$ cat src/design/io_assign_pkg.sv
// Constants, field layout and mode encodings for the I/O function assignment block.
// Assumes a single 40 MHz system clock and a classic Wishbone register bus.
//
// What this block does
// Counter channels 0, 2, 4 and 6 can be off, up, down, two-phase, split up/down or direction-controlled.
// Counter channels 1, 3, 5 and 7 can only be off, up or down on their own input, and all start off.
// Inputs 4 to 7 can each be a normal input or the home input of pulse channel 0 to 3, normal by default.
// Input 6 can be the reset input of counter 0 and input 7 the reset input of counter 2.
// Each output pair is normal, pulse train on both pins, or PWM on the first pin, normal by default.
// Each of inputs 0 to 7 has its own pulse-catch enable, all off by default.
// Each of inputs 0 to 7 has its own interrupt enable, all off by default.
// An input interrupts on its rising edge unless its edge bit asks for the falling edge.
// An input claimed by a counter loses pulse catch and interrupt, and pulse catch beats interrupt.
// A two-input mode on an even counter makes the next odd channel's setting ignored.
// An output given to pulse train or PWM is not driven from the normal output path.
// Software that uses home return sets the home input and does not also make it a counter input.
package io_assign_pkg;

    // ****************************************
    // Bus and register map
    // ****************************************
    localparam int unsigned ADR_W    = 12;
    localparam int unsigned IDX_W    = 10;
    localparam int unsigned NUM_CFG  = 6;
    localparam logic [IDX_W-1:0] IDX_CNT_LOW    = 10'h190;
    localparam logic [IDX_W-1:0] IDX_CNT_HIGH   = 10'h191;
    localparam logic [IDX_W-1:0] IDX_OUT_SEL    = 10'h192;
    localparam logic [IDX_W-1:0] IDX_CATCH_EN   = 10'h193;
    localparam logic [IDX_W-1:0] IDX_IRQ_EN     = 10'h194;
    localparam logic [IDX_W-1:0] IDX_IRQ_EDGE   = 10'h195;
    localparam logic [IDX_W-1:0] IDX_PIN_STATE  = 10'h196;
    localparam logic [IDX_W-1:0] IDX_CATCH_STAT = 10'h197;
    localparam logic [2:0]       SLOT_NONE      = 3'h7;
    localparam logic [15:0]      CFG_RESET      = 16'h0000;
    // Writable bits per configuration word, slot 5 first
    localparam logic [NUM_CFG-1:0][15:0] CFG_WMASK =
        {16'h00ff, 16'h00ff, 16'h00ff, 16'h00ff, 16'hffff, 16'h03ff};

    // ****************************************
    // Field positions
    // ****************************************
    localparam int unsigned EVEN_A_LSB = 0;
    localparam int unsigned ODD_A_LSB  = 3;
    localparam int unsigned EVEN_B_LSB = 5;
    localparam int unsigned ODD_B_LSB  = 8;
    localparam int unsigned HOME4_BIT  = 10;
    localparam int unsigned HOME5_BIT  = 11;
    localparam int unsigned FN6_LSB    = 12;
    localparam int unsigned FN7_LSB    = 14;
    localparam int unsigned OUT_SEL_W  = 2;

    // ****************************************
    // Encodings
    // ****************************************
    typedef enum logic [2:0] {
        CNT_OFF        = 3'h0,
        CNT_INC        = 3'h1,
        CNT_DEC        = 3'h2,
        CNT_TWO_PHASE  = 3'h3,
        CNT_INDIV      = 3'h4,
        CNT_DIR_CTL    = 3'h5
    } cnt_mode_e;

    typedef enum logic [1:0] {
        OUT_NORMAL = 2'h0,
        OUT_PULSE  = 2'h1,
        OUT_PWM    = 2'h2
    } out_mode_e;

    typedef enum logic [1:0] {
        IN_FN_NORMAL = 2'h0,
        IN_FN_HOME   = 2'h1,
        IN_FN_RESET  = 2'h2
    } in_fn_e;

endpackage : io_assign_pkg

$ cat src/design/fast_counter_decode.sv
// One counter channel front end: turns its input pair into count pulses.
// Assumes inputs already synchronous to the clock and a mode vetted by the parent.
`timescale 1ns/1ps
module fast_counter_decode (
    input  wire logic                   clk,
    input  wire logic                   rst_n,
    input  wire io_assign_pkg::cnt_mode_e mode,
    input  wire logic                   in_a,
    input  wire logic                   in_b,
    output logic                        up,
    output logic                        down
);
    typedef struct packed {
        logic a;
        logic b;
        logic up;
        logic dn;
    } dec_s;

    dec_s q;
    dec_s d;
    logic rise_a;
    logic rise_b;

    always_comb begin
        rise_a = in_a & ~q.a;
        rise_b = in_b & ~q.b;
        d      = q;
        d.a    = in_a;
        d.b    = in_b;
        d.up   = 1'b0;
        d.dn   = 1'b0;
        // counting modes, single- and two-input
        case (mode)
            io_assign_pkg::CNT_INC: begin
                d.up = rise_a;
            end
            io_assign_pkg::CNT_DEC: begin
                d.dn = rise_a;
            end
            io_assign_pkg::CNT_TWO_PHASE: begin
                // Single-edge quadrature: phase of b on a's rise gives direction
                d.up = rise_a & ~in_b;
                d.dn = rise_a & in_b;
            end
            io_assign_pkg::CNT_INDIV: begin
                // Coincident edges cancel
                d.up = rise_a & ~rise_b;
                d.dn = rise_b & ~rise_a;
            end
            io_assign_pkg::CNT_DIR_CTL: begin
                d.up = rise_a & ~in_b;
                d.dn = rise_a & in_b;
            end
            default: begin
                d.up = 1'b0;
            end
        endcase
    end

    always_ff @(posedge clk) begin
        if (!rst_n) begin
            q <= '0;
        end else begin
            q <= d;
        end
    end

    assign up   = q.up;
    assign down = q.dn;

endmodule : fast_counter_decode

$ cat src/design/input_event_unit.sv
// Pulse catch and edge interrupt for one controller input, with priority.
// Assumes the input is synchronous and catch_clr comes from a status read.
`timescale 1ns/1ps
module input_event_unit (
    input  wire logic clk,
    input  wire logic rst_n,
    input  wire logic level,
    input  wire logic counter_use,
    input  wire logic catch_en,
    input  wire logic irq_en,
    input  wire logic fall_edge,
    input  wire logic catch_clr,
    output logic      catch_flag,
    output logic      irq
);
    typedef struct packed {
        logic lvl;
        logic catch_f;
        logic irq;
    } evt_s;

    evt_s q;
    evt_s d;
    logic rise;
    logic fall;
    logic catch_act;
    logic irq_act;

    always_comb begin
        rise      = level & ~q.lvl;
        fall      = ~level & q.lvl;
        // counter, then catch, then interrupt
        catch_act = catch_en & ~counter_use;
        irq_act   = irq_en & ~counter_use & ~catch_act;
        d         = q;
        d.lvl     = level;
        // set beats clear
        d.catch_f = (catch_act & rise) | (q.catch_f & ~catch_clr);
        // edge choice
        d.irq     = irq_act & (fall_edge ? fall : rise);
    end

    always_ff @(posedge clk) begin
        if (!rst_n) begin
            q <= '0;
        end else begin
            q <= d;
        end
    end

    assign catch_flag = q.catch_f;
    assign irq        = q.irq;

    property p_irq_falling;
        @(posedge clk) disable iff (!rst_n)
        (irq_act && fall_edge && fall) |=> irq;
    endproperty
    a_irq_falling: assert property (p_irq_falling) else $error("falling-edge irq missed");

    property p_irq_cause;
        @(posedge clk) disable iff (!rst_n)
        irq |-> $past(irq_en && !counter_use && !(catch_en && !counter_use));
    endproperty
    a_irq_cause: assert property (p_irq_cause) else $error("irq without right to it");

    property p_catch_hold;
        @(posedge clk) disable iff (!rst_n)
        (catch_act && rise) |=> catch_flag ##1 (catch_flag || $past(catch_clr));
    endproperty
    a_catch_hold: assert property (p_catch_hold) else $error("caught pulse lost");

endmodule : input_event_unit

$ cat src/design/controller_io_function_assign.sv
// Top of the I/O function assignment block: config words, input routing, output mux.
// Assumes a classic Wishbone master on SYS_CLK and field devices on the terminals.
//
// The implementer's own choice: the Wishbone slave port.
`timescale 1ns/1ps
module controller_io_function_assign (
    input  wire logic        SYS_CLK,
    input  wire logic        RST_N,
    input  wire logic        WB_CYC_I,
    input  wire logic        WB_STB_I,
    input  wire logic        WB_WE_I,
    input  wire logic [11:0] WB_ADR_I,
    input  wire logic [3:0]  WB_SEL_I,
    input  wire logic [31:0] WB_DAT_I,
    output logic      [31:0] WB_DAT_O,
    output logic             WB_ACK_O,
    input  wire logic [7:0]  IN_TERM,
    input  wire logic [7:0]  NORMAL_OUT,
    input  wire logic [3:0]  PULSE_OUT_A,
    input  wire logic [3:0]  PULSE_OUT_B,
    input  wire logic [3:0]  PWM_OUT,
    output logic      [7:0]  OUT_TERM,
    output logic      [7:0]  COUNT_UP,
    output logic      [7:0]  COUNT_DOWN,
    output logic      [1:0]  COUNT_RESET,
    output logic      [3:0]  HOME_IN,
    output logic      [7:0]  CATCH_FLAG,
    output logic      [7:0]  IRQ_PULSE
);
    // ****************************************
    // State
    // ****************************************
    typedef struct packed {
        logic                                        ack;
        logic [31:0]                                 dat;
        logic [io_assign_pkg::NUM_CFG-1:0][15:0]     cfg;
        logic [7:0]                                  out;
        logic [3:0]                                  home;
        logic [1:0]                                  rst;
    } top_s;

    top_s q;
    top_s d;

    logic [7:0][2:0]                  ch_mode;
    io_assign_pkg::cnt_mode_e [7:0]   ch_mode_e;
    logic [7:0]                       in_used;
    logic [3:0][1:0]                  out_mode;
    logic [7:0]                       catch_clr;
    logic [2:0]                       even_v;
    logic [1:0]                       odd_v;
    logic                             two_in;
    logic                             req;
    logic                             wr;
    logic                             rd_catch;
    logic [2:0]                       slot;
    logic [io_assign_pkg::IDX_W-1:0]  idx;
    logic [15:0]                      lanes;
    logic [1:0]                       fn6;
    logic [1:0]                       fn7;

    // ****************************************
    // Decoding helpers
    // ****************************************
    function automatic logic [2:0] cfg_slot(input logic [io_assign_pkg::IDX_W-1:0] a);
        logic [2:0] s;
        s = io_assign_pkg::SLOT_NONE;
        if (a == io_assign_pkg::IDX_CNT_LOW) begin
            s = 3'h0;
        end else if (a == io_assign_pkg::IDX_CNT_HIGH) begin
            s = 3'h1;
        end else if (a == io_assign_pkg::IDX_OUT_SEL) begin
            s = 3'h2;
        end else if (a == io_assign_pkg::IDX_CATCH_EN) begin
            s = 3'h3;
        end else if (a == io_assign_pkg::IDX_IRQ_EN) begin
            s = 3'h4;
        end else if (a == io_assign_pkg::IDX_IRQ_EDGE) begin
            s = 3'h5;
        end
        return s;
    endfunction : cfg_slot

    // Unknown codes fall back to off so a bad write cannot start counting
    function automatic logic [2:0] even_mode(input logic [2:0] v);
        logic [2:0] m;
        m = (v > io_assign_pkg::CNT_DIR_CTL) ? io_assign_pkg::CNT_OFF : v;
        return m;
    endfunction : even_mode

    function automatic logic [2:0] odd_mode(input logic [1:0] v);
        logic [2:0] m;
        m = io_assign_pkg::CNT_OFF;
        if (v == io_assign_pkg::CNT_INC[1:0]) begin
            m = io_assign_pkg::CNT_INC;
        end else if (v == io_assign_pkg::CNT_DEC[1:0]) begin
            m = io_assign_pkg::CNT_DEC;
        end
        return m;
    endfunction : odd_mode

    function automatic logic is_two_input(input logic [2:0] m);
        return (m == io_assign_pkg::CNT_TWO_PHASE) || (m == io_assign_pkg::CNT_INDIV)
            || (m == io_assign_pkg::CNT_DIR_CTL);
    endfunction : is_two_input

    // ****************************************
    // Input routing
    // ****************************************
    always_comb begin
        ch_mode = '0;
        in_used = '0;
        even_v  = '0;
        odd_v   = '0;
        two_in  = 1'b0;
        fn6     = q.cfg[1][io_assign_pkg::FN6_LSB +: 2];
        fn7     = q.cfg[1][io_assign_pkg::FN7_LSB +: 2];
        for (int k = 0; k < 4; k++) begin
            if (k % 2 == 1) begin
                even_v = q.cfg[k/2][io_assign_pkg::EVEN_B_LSB +: 3];
                odd_v  = q.cfg[k/2][io_assign_pkg::ODD_B_LSB +: 2];
            end else begin
                even_v = q.cfg[k/2][io_assign_pkg::EVEN_A_LSB +: 3];
                odd_v  = q.cfg[k/2][io_assign_pkg::ODD_A_LSB +: 2];
            end
            // even channel modes
            ch_mode[2*k] = even_mode(even_v);
            two_in       = is_two_input(ch_mode[2*k]);
            // odd setting ignored
            // odd channel limited
            ch_mode[2*k+1] = two_in ? io_assign_pkg::CNT_OFF : odd_mode(odd_v);
            in_used[2*k]   = ch_mode[2*k] != io_assign_pkg::CNT_OFF;
            in_used[2*k+1] = two_in || (ch_mode[2*k+1] != io_assign_pkg::CNT_OFF);
        end
        // reset inputs are counter inputs too
        if (fn6 == io_assign_pkg::IN_FN_RESET) begin
            in_used[6] = 1'b1;
        end
        if (fn7 == io_assign_pkg::IN_FN_RESET) begin
            in_used[7] = 1'b1;
        end
    end

    generate
        for (genvar c = 0; c < 8; c++) begin : g_cnt
            assign ch_mode_e[c] = io_assign_pkg::cnt_mode_e'(ch_mode[c]);
            fast_counter_decode u_dec (
                .clk   (SYS_CLK),
                .rst_n (RST_N),
                .mode  (ch_mode_e[c]),
                .in_a  (IN_TERM[c]),
                .in_b  ((c % 2 == 0) ? IN_TERM[c | 1] : 1'b0),
                .up    (COUNT_UP[c]),
                .down  (COUNT_DOWN[c])
            );
            // per-input enable
            input_event_unit u_evt (
                .clk         (SYS_CLK),
                .rst_n       (RST_N),
                .level       (IN_TERM[c]),
                .counter_use (in_used[c]),
                .catch_en    (q.cfg[3][c]),
                .irq_en      (q.cfg[4][c]),
                .fall_edge   (q.cfg[5][c]),
                .catch_clr   (catch_clr[c]),
                .catch_flag  (CATCH_FLAG[c]),
                .irq         (IRQ_PULSE[c])
            );
        end
    endgenerate

    // ****************************************
    // Bus slave and pin logic
    // ****************************************
    always_comb begin
        idx      = WB_ADR_I[io_assign_pkg::ADR_W-1:2];
        slot     = cfg_slot(idx);
        req      = WB_CYC_I & WB_STB_I & ~q.ack;
        wr       = req & WB_WE_I;
        rd_catch = req & ~WB_WE_I & (idx == io_assign_pkg::IDX_CATCH_STAT);
        // Only flags seen by this read are cleared; a fresh catch survives
        catch_clr = rd_catch ? CATCH_FLAG : 8'h00;
        lanes    = {{8{WB_SEL_I[1]}}, {8{WB_SEL_I[0]}}};
        d        = q;
        d.ack    = req;
        d.dat    = 32'h0000_0000;
        if (wr && slot != io_assign_pkg::SLOT_NONE) begin
            d.cfg[slot] = ((q.cfg[slot] & ~lanes) | (WB_DAT_I[15:0] & lanes))
                        & io_assign_pkg::CFG_WMASK[slot];
        end
        if (req && !WB_WE_I) begin
            if (slot != io_assign_pkg::SLOT_NONE) begin
                d.dat = {16'h0000, q.cfg[slot]};
            end else if (idx == io_assign_pkg::IDX_PIN_STATE) begin
                d.dat = {24'h00_0000, IN_TERM};
            end else if (idx == io_assign_pkg::IDX_CATCH_STAT) begin
                d.dat = {24'h00_0000, CATCH_FLAG};
            end
        end
        // home inputs
        d.home[0] = q.cfg[1][io_assign_pkg::HOME4_BIT] & IN_TERM[4];
        d.home[1] = q.cfg[1][io_assign_pkg::HOME5_BIT] & IN_TERM[5];
        d.home[2] = (fn6 == io_assign_pkg::IN_FN_HOME) & IN_TERM[6];
        d.home[3] = (fn7 == io_assign_pkg::IN_FN_HOME) & IN_TERM[7];
        // counter reset inputs
        d.rst[0] = (fn6 == io_assign_pkg::IN_FN_RESET) & IN_TERM[6];
        d.rst[1] = (fn7 == io_assign_pkg::IN_FN_RESET) & IN_TERM[7];
        for (int k = 0; k < 4; k++) begin
            out_mode[k] = q.cfg[2][k*io_assign_pkg::OUT_SEL_W +: io_assign_pkg::OUT_SEL_W];
            // output pair select
            // normal path blocked
            case (out_mode[k])
                io_assign_pkg::OUT_PULSE: begin
                    d.out[2*k]   = PULSE_OUT_A[k];
                    d.out[2*k+1] = PULSE_OUT_B[k];
                end
                io_assign_pkg::OUT_PWM: begin
                    d.out[2*k]   = PWM_OUT[k];
                    d.out[2*k+1] = NORMAL_OUT[2*k+1];
                end
                default: begin
                    d.out[2*k]   = NORMAL_OUT[2*k];
                    d.out[2*k+1] = NORMAL_OUT[2*k+1];
                end
            endcase
        end
    end

    always_ff @(posedge SYS_CLK) begin
        if (!RST_N) begin
            q <= '0;
        end else begin
            q <= d;
        end
    end

    assign WB_ACK_O    = q.ack;
    assign WB_DAT_O    = q.dat;
    assign OUT_TERM    = q.out;
    assign HOME_IN     = q.home;
    assign COUNT_RESET = q.rst;

    // ****************************************
    // Checks
    // ****************************************
    property p_ack_once;
        @(posedge SYS_CLK) disable iff (!RST_N)
        (WB_CYC_I && WB_STB_I && !WB_ACK_O) |=> WB_ACK_O ##1 !WB_ACK_O;
    endproperty
    a_ack_once: assert property (p_ack_once) else $error("ack not a single cycle");

    property p_two_phase_up;
        @(posedge SYS_CLK) disable iff (!RST_N)
        (ch_mode[0] == io_assign_pkg::CNT_TWO_PHASE && $rose(IN_TERM[0]) && !IN_TERM[1])
            |=> COUNT_UP[0] && !COUNT_DOWN[0];
    endproperty
    a_two_phase_up: assert property (p_two_phase_up) else $error("two-phase count missed");

    property p_odd_off_quiet;
        @(posedge SYS_CLK) disable iff (!RST_N)
        (COUNT_UP[1] || COUNT_DOWN[1]) |-> $past(ch_mode[1]) != io_assign_pkg::CNT_OFF;
    endproperty
    a_odd_off_quiet: assert property (p_odd_off_quiet) else $error("odd channel counted while off");

    property p_home_route;
        @(posedge SYS_CLK) disable iff (!RST_N)
        HOME_IN[3] |-> $past(IN_TERM[7]) && ($past(fn7) == io_assign_pkg::IN_FN_HOME);
    endproperty
    a_home_route: assert property (p_home_route) else $error("home input misrouted");

    property p_reset_route;
        @(posedge SYS_CLK) disable iff (!RST_N)
        ($past(fn6) == io_assign_pkg::IN_FN_RESET) |-> COUNT_RESET[0] == $past(IN_TERM[6]);
    endproperty
    a_reset_route: assert property (p_reset_route) else $error("counter reset misrouted");

    property p_pwm_pair;
        @(posedge SYS_CLK) disable iff (!RST_N)
        (out_mode[1] == io_assign_pkg::OUT_PWM) |=>
            OUT_TERM[2] == $past(PWM_OUT[1]) && OUT_TERM[3] == $past(NORMAL_OUT[3]);
    endproperty
    a_pwm_pair: assert property (p_pwm_pair) else $error("PWM pair wrong");

    property p_pulse_blocks_normal;
        @(posedge SYS_CLK) disable iff (!RST_N)
        (out_mode[0] == io_assign_pkg::OUT_PULSE) |=>
            OUT_TERM[1:0] == {$past(PULSE_OUT_B[0]), $past(PULSE_OUT_A[0])};
    endproperty
    a_pulse_blocks_normal: assert property (p_pulse_blocks_normal) else $error("normal leak");

    property p_odd_ignored;
        @(posedge SYS_CLK) disable iff (!RST_N)
        is_two_input(ch_mode[0]) |=> !COUNT_UP[1] && !COUNT_DOWN[1];
    endproperty
    a_odd_ignored: assert property (p_odd_ignored) else $error("odd setting not ignored");

    property p_counter_blocks_irq;
        @(posedge SYS_CLK) disable iff (!RST_N)
        in_used[0] [*2] |-> !IRQ_PULSE[0] && !$rose(CATCH_FLAG[0]);
    endproperty
    a_counter_blocks_irq: assert property (p_counter_blocks_irq) else $error("counter lost");

    property p_irq_rise_default;
        @(posedge SYS_CLK) disable iff (!RST_N)
        (q.cfg[4][2] && !q.cfg[5][2] && !q.cfg[3][2] && !in_used[2] && $rose(IN_TERM[2]))
            |=> IRQ_PULSE[2] ##1 !IRQ_PULSE[2];
    endproperty
    a_irq_rise_default: assert property (p_irq_rise_default) else $error("rising irq wrong");

    c_pwm_used: cover property (@(posedge SYS_CLK) disable iff (!RST_N)
        out_mode[2] == io_assign_pkg::OUT_PWM ##1 OUT_TERM[4]);
    c_quad_down: cover property (@(posedge SYS_CLK) disable iff (!RST_N)
        ch_mode[0] == io_assign_pkg::CNT_TWO_PHASE ##1 COUNT_DOWN[0]);
    c_catch_read: cover property (@(posedge SYS_CLK) disable iff (!RST_N)
        rd_catch && CATCH_FLAG != 8'h00);

endmodule : controller_io_function_assign

$ cat config.mk
export PLATFORM = sky130hd
export DESIGN_NAME = controller_io_function_assign
export DESIGN_NICKNAME = d
export VERILOG_FILES = /design/src/design/io_assign_pkg.sv /design/src/design/fast_counter_decode.sv /design/src/design/input_event_unit.sv /design/src/design/controller_io_function_assign.sv
export SDC_FILE = /design/constraint.sdc
export NUM_CORES = 1
export LEC_CHECK = 0
export ABC_CLOCK_PERIOD_IN_PS = 2100
export BUFFER_PORTS_ARGS = -buffer_cell sky130_fd_sc_hd__buf_2
export CAP_MARGIN = 20
export CORE_ASPECT_RATIO = 1.1
export CORE_MARGIN = 1.5
export CORE_UTILIZATION = 36
export CTS_CLUSTER_DIAMETER = 50
export DETAILED_ROUTE_END_ITERATION = 10
export PLACE_DENSITY = 0.63
export SETUP_SLACK_MARGIN = 0.3
export SLEW_MARGIN = 30
export SYNTH_ARGS = -nofsm -noshare
export SYNTH_HDL_FRONTEND = slang
export SYNTH_SLANG_ARGS = --single-unit
$ cat constraint.sdc
create_clock -name SYS_CLK -period 2.1 [get_ports SYS_CLK]
set_clock_uncertainty 0.2 [all_clocks]
set_input_delay 0.315 -clock SYS_CLK [delete_from_list [all_inputs] [get_ports SYS_CLK]]
set_output_delay 0.315 -clock SYS_CLK [all_outputs]
set_load 0.05 [all_outputs]
==> reports/metrics.yaml, run 1 <==
run_status:
  outcome: "completed"
timing:
  unrepaired_setup_endpoints_after_global_routing: "true"
  max_slew_violation_count: 0
  setup_viol: 0
  final_critical_path_share_of_the_clock_period_pct: 86.9
  final_critical_period_ns: 1.83
  timing.fmax_ghz: 0.548
  timing.final.hold_violations: 0
  setup_ws_ns: 0.275
  timing.setup.tns_ns: 0
  max_slew_headroom_at_the_worst_pin_pct: 58.2
  finalHoldWorstSlack_ns: 0.0221
  worst_pin_slew_ns: 0.627
critical_path:
  worst_path_max_delay_cell: "sky130_fd_sc_hd__or4_1"
  reg2reg_from: "q[31]"
  critPathKind: "flip-flop to flip-flop"
  cp.buffers_inverters: 1
  rr_endpoint: "g_cnt[5].u_evt.catch_flag"
  depth_of_the_worst_register_to_register_path: 6
  worstPathRequired_ns: 2.27
  setup_slack_of_the_most_critical_reg_to_reg_path_ns: 0.27
  critical_path.cell_chain: "inv_1, ha_4, xnor2_4, o21ai_2, or4_1, a21oi_1"
  critPathArrivalTime_ns: 1.99
  critical_path.endpoint_type: "flip-flop"
  cp_top_family: "simple AND/OR/NAND/NOR gates"
  setup.worst_path.start_class: "flip-flop"
  worst-path-stages: 6
  worstSetupEndpoint: "g_cnt[5].u_evt.catch_flag"
  cp_max_fo: 6
  worst_setup_path_startpoint: "q[31]"
  worst_path_largest_cell_delay_ns: 0.50
synth:
  number_of_synthesized_flops_with_an_enable_pin: 0
  synth_flop_cell: "sky130_fd_sc_hd__dfxtp_1"
  synth.area.top_cells: "sky130_fd_sc_hd__dfxtp_1 40%, sky130_fd_sc_hd__buf_4 7.3%, sky130_fd_sc_hd__mux2i_1 5.6%, sky130_fd_sc_hd__a21oi_1 3.3%, sky130_fd_sc_hd__and3_1 3.1%"
  synth.cell_area_mm2: 0.00835
  ys_async_sr_fraction_pct: 0
  avgSynthCellArea_um2: 8.79
  synthCells: 950
  synth_seq_area_share_pct: 40.0
  synth_top_cell_by_area: "sky130_fd_sc_hd__dfxtp_1"
  share_of_the_synthesized_area_in_the_top_cell_type_pct: 40.0
  synth.distinct_cells: 68
  yosys_warnings: 0
  synth_seq_cells: 167
clocking:
  numCtsBuffers: 17
  cts.root.buffer_cell: "sky130_fd_sc_hd__clkbuf_16"
  h-tree-depth: 4
  clk_latency_ns: 0.44
  cts_sinks: 167
  longest_clk_path_bufs: 2
  clkTransAtPathRegs_ns: 0.07
  tritoncts: "done"
flow_run:
  maxCapViolations: 0
routing:
  via_per_inst: 5.16
  route.vias.total: 7277
  detail_route.drc_violations: 0
  drt_first_iter_violations: 499
  remaining_antenna_violation_count: 0
  firstDrtPassIters: 5
  total_routed_wirelength_mm: 24.0
  avgRoutedWirePerCell_um: 17.0
power:
  leakagePower_nw: 4.48
  power_per_cell_area_mw_per_mm2: 651
  worst_vdd_ir_uv: 571
global_routing:
  grtUsageTotal_pct: 19.8
  pin_count_of_the_biggest_net_entering_global_routing: 59
  grt_first_pass_wirelength_mm: 36.9
  grt-ovfl-total: 0
  grt_antenna_before_repair: 2
  first_global_vias: 6731
final_layout:
  finish.net_count: 1197
  postLayoutCellArea_mm2: 0.0107
  diodes: 0
  layout-drive-gt1-share_pct: 31.8
  finalNonFillerCells: 1409
  layout-area-overhead-vs-synth_pct: 27.7
place:
  gpl.final_weighted_congestion: 0.883
  preCtsSetupSlack_ns: -0.188
  post_dp_cell_area_mm2: 0.00941
  portBuffers: 123
  dp.final_hpwl_mm: 17.7
  post_place_cells: 1347
die:
  pin_count: 160
  die_h_um: 163
  starting_utilization_of_the_core_area_pct: 36.5
  die_w_um: 148
  core_area_mm2: 0.0229
  std_cell_rows: 58
  die_outline_area_mm2: 0.0241
hold_path:
  timing.hold.worst.class: "input pin to flip-flop"
## cell usage in the layout, fill, tap and decap left out, types with 30 or more instances in the layout
master	count
sky130_fd_sc_hd__dfxtp_1	157
sky130_fd_sc_hd__buf_2	121
sky130_fd_sc_hd__buf_4	87
sky130_fd_sc_hd__nand2_1	65
sky130_fd_sc_hd__nor2_1	62
sky130_fd_sc_hd__mux2i_1	47
sky130_fd_sc_hd__a21oi_1	45
sky130_fd_sc_hd__and3_1	42
sky130_fd_sc_hd__o21ai_0	33
sky130_fd_sc_hd__nand3_1	30
## state kept, by name (all words and copies together), names as in the netlist
signal	count
COUNT_RESET	2
HOME_IN	4
OUT_TERM	8
WB_ACK_O	1
WB_DAT_O	16
even_v	3
fn6	2
fn7	2
g_cnt.u_dec.down	8
g_cnt.u_dec.q	1
g_cnt.u_dec.up	8
g_cnt.u_evt.catch_flag	8
g_cnt.u_evt.irq	8
g_cnt.u_evt.q	7
odd_v	2
out_mode	8
q	79
## repair_timing
| item | in CTS | in global routing |
|---|---|---|
| endpoints found under the hold margin | 15 | 0 |
| buffers inserted | 3 | 9 |
| pin swaps | 3 | 13 |
| resized for setup | 29 | 53 |
| setup endpoints to repair | 66 | 105 |
| hold buffers | 18 | 0 |
## cell families after synthesis
group / synth area share [%]
AOI/OAI and AO/OA: 14.9
xor gates and xnor gates: 0.629
adders and majority gates: 3.47
buffers and inverters: 11.3
DFF: 40.0
muxes: 7.11
other: 0.0449
and+or+nand+nor: 22.6
## cell usage after synthesis, drive strengths merged (15+ instances only)
master	instances
dfxtp	167
nand2b	25
nand2	65
mux2i	47
nor3	21
and3	42
nand3b	15
o21ai	66
nand3	38
a21oi	55
ha	20
clkbuf	24
nor2	67
buf	104
inv	29
## cell type report
type	count	area [µm²]
clock inverters	13	148
inverters	29	109
flip-flops and latches	167	3380
repair buffers	240	1670
clock buffers	19	453
well taps	300	375
multi-input cells	641	4540
fillers	2156	12200
## power by group
| part | switching [mW] | leakage (nW) | internal (mW) |
|---|---|---|---|
| registers | 0.00808 | 1.36 | 3.17 |
| logic | 0.357 | 2.84 | 0.216 |
| clock network | 1.36 | 0.282 | 1.83 |
| total | 1.73 | 4.48 | 5.21 |
## layer usage
layer  vias up  track usage [%]  part of all wire [%]
met4         4             5.67                   1.5
met3        27             3.53                   5.0
met1      3477             25.7                    45
met5         -                0                 0.096
li1       3559                -                     -
met2       210             33.7                    49
## per-stage QoR
step	util, %	power (mW)
6_report	46.7	6.94
4_1_cts	45.2	6.98
5_1_grt	46.7	7.17
3_5_place_dp	41.1	3.78
2_1_floorplan	-	3.61
3_3_place_gp	41.1	3.78
## worst min-delay path by stage
stage / slack (ns) / start / end / cells past startpoint
6_report: 0.02 / WB_CYC_I / WB_ACK_O / 2
5_1_grt: 0.03 / WB_CYC_I / WB_ACK_O / 2
4_1_cts: 0.007 / WB_CYC_I / WB_ACK_O / 2
3_5_place_dp: 0.27 / q[93] / q[93] / 1
3_3_place_gp: 0.26 / q[25] / q[25] / 1
2_1_floorplan: 0.23 / q[80] / g_cnt[2].u_evt.irq / 2
Note: power is estimated with default switching activity, not from simulation.
==> inputs of run 2 (changes only) <==
Settings changed: ABC_CLOCK_PERIOD_IN_PS 2100 to 1600, PLACE_DENSITY 0.63 to 0.65.
Clock period 2.1 ns to 1.6 ns, I/O delays scaled along.
==> run 2 against run 1 <==
  * The flow now finishes with violations (hold timing, setup timing)
  * Combinational power is 62% higher
  * Utilization is 12 points higher
  * Sequential share of layout area is 5.8 points lower
  * Fmax is 3.5% lower
  * Via count is 7.3% higher
  * Sequential power is 31% higher
  * Global-route usage is 2.5 points higher
  * Register-to-register slack worse by 0.57 ns
  * Count of clock-buffer cells in the layout is 3 higher
  * Flip-flop and latch count stayed put
  * Cell area is 26% higher
  * Clock power is 27% higher
  * Critical path type unchanged
  * Largest cell class unchanged
  * Largest power group is now sequential cells
  * Highest routed layer is now met4
==> reports/metrics.yaml, run 2 (synthesis results as in run 1) <==
timing:
  timing.final.hold_violations: 24
  timing.fmax_ghz: 0.529
  unrepaired_setup_endpoints_after_global_routing: "true"
  max_slew_headroom_at_the_worst_pin_pct: 54.2
  timing.setup.tns_ns: -16.85
  setup_viol: 98
  setup_ws_ns: -0.291
  max_slew_violation_count: 0
  final_critical_path_share_of_the_clock_period_pct: 118
  worst_pin_slew_ns: 0.687
  final_critical_period_ns: 1.89
  finalHoldWorstSlack_ns: -0.0317
clocking:
  h-tree-depth: 4
  numCtsBuffers: 17
  clkTransAtPathRegs_ns: 0.07
  cts_hold_repair.buffers: 32
  cts_sinks: 167
  tritoncts: "done"
  cts.root.buffer_cell: "sky130_fd_sc_hd__clkbuf_16"
  longest_clk_path_bufs: 2
  clk_latency_ns: 0.43
final_layout:
  utilization_pct: 58.6
  largest_reg_by_ff_count: "q"
  finalNonFillerCells: 1511
  postLayoutCellArea_mm2: 0.0134
  layout-drive-gt1-share_pct: 53.8
  most_common_library_cell_in_the_layout_ignoring_fill_and_taps: "sky130_fd_sc_hd__buf_4"
  diodes: 0
  largest_register_ff_count: 79
  finish.net_count: 1299
  most-common-layout-cells: "117 x sky130_fd_sc_hd__buf_4, 85 x sky130_fd_sc_hd__dfxtp_1, 72 x sky130_fd_sc_hd__dfxtp_2, 69 x sky130_fd_sc_hd__buf_8, 63 x sky130_fd_sc_hd__nand2_1"
  layout-area-overhead-vs-synth_pct: 60.3
global_routing:
  pin_count_of_the_biggest_net_entering_global_routing: 46
  grtUsageTotal_pct: 22.3
  grt-ovfl-total: 0
  grt_antenna_before_repair: 0
  grt_first_pass_wirelength_mm: 41.6
  first_global_vias: 7936
critical_path:
  worst_path_max_delay_cell: "sky130_fd_sc_hd__or4_4"
  critPathKind: "flip-flop to flip-flop"
  critical_path.endpoint_type: "flip-flop"
  critPathArrivalTime_ns: 1.98
  cp_max_fo: 9
  worst_path_largest_cell_delay_ns: 0.44
  critical_path.cell_chain: "nand4b_1, buf_4, or4_4, buf_6, nand3_1, o21ai_1"
  worstPathRequired_ns: 1.69
  setup.worst_path.start_class: "flip-flop"
place:
  portBuffers: 123
  post_place_cells: 1412
  gpl.final_weighted_congestion: 0.852
  dp.final_hpwl_mm: 18.5
  preCtsSetupSlack_ns: -0.489
  post_dp_cell_area_mm2: 0.0102
routing:
  via_per_inst: 5.17
  route.vias.total: 7808
  total_routed_wirelength_mm: 27.6
  avgRoutedWirePerCell_um: 18.3
  firstDrtPassIters: 5
  detail_route.drc_violations: 0
  remaining_antenna_violation_count: 0
  drt_first_iter_violations: 501
die:
  die_w_um: 148
  die_outline_area_mm2: 0.0241
  pin_count: 160
  core_area_mm2: 0.0229
  starting_utilization_of_the_core_area_pct: 36.5
  die_h_um: 163
  std_cell_rows: 58
power:
  power_per_cell_area_mw_per_mm2: 683
  worst_vdd_ir_uv: 691
  report.power.total_mw: 9.15
  leakagePower_nw: 5.26
flow_run:
  maxCapViolations: 0
run_status:
  violations: "hold timing, setup timing"
  outcome: "finished with violations"
hold_path:
  timing.hold.worst.class: "input pin to flip-flop"
## run 2: final timing paths
check                    from           to  slack [ns]  depth (start not counted)
hold / removal    WB_DAT_I[5]        q[83]       -0.03                          3
setup / recovery     WB_ACK_O  out_mode[7]       -0.29                          6
setup reg to reg     WB_ACK_O  out_mode[7]       -0.29                          6
hold reg to reg         q[67]        q[67]        0.28                          2
## run 2: layer usage
metal	share of wire, %	vias to the layer above	track usage [%]
met4	2.8	0	7.79
met1	41	3810	26.1
li1	-	3765	-
met3	3.5	50	3.78
met5	0	-	0
met2	53	183	40.8
## run 2: power breakdown
group	leakage, nW	internal, mW	switching, mW
logic	3.59	0.388	0.538
clock network	0.278	2.32	1.73
registers	1.39	4.16	0.0154
total	5.26	6.88	2.28
## run 2: area by class of cell
type / count / area (µm²)
sequential: 167 / 3470
clock buffer: 22 / 485
fill: 1852 / 9470
timing repair buffer: 341 / 3410
tap: 300 / 375
multi-input combinational: 642 / 5420
inverter: 29 / 134
clock inverter: 10 / 93.8
## run 2: critical path: cells and delay by family (launching register included)
family,cells,cell delay [ns]
simple gates,3,0.77
buf+inv,2,0.37
flops,1,0.34
compound gates,1,0.09
## run 2: repair_timing
item | 4_1_cts | 5_1_grt
resized for setup | 360 | 200
gates cloned | 1 | 1
buffers inserted | 25 | 8
endpoints found under the setup margin | 215 | 215
hold endpoints to repair | 61 | 10
pin swaps | 60 | 49
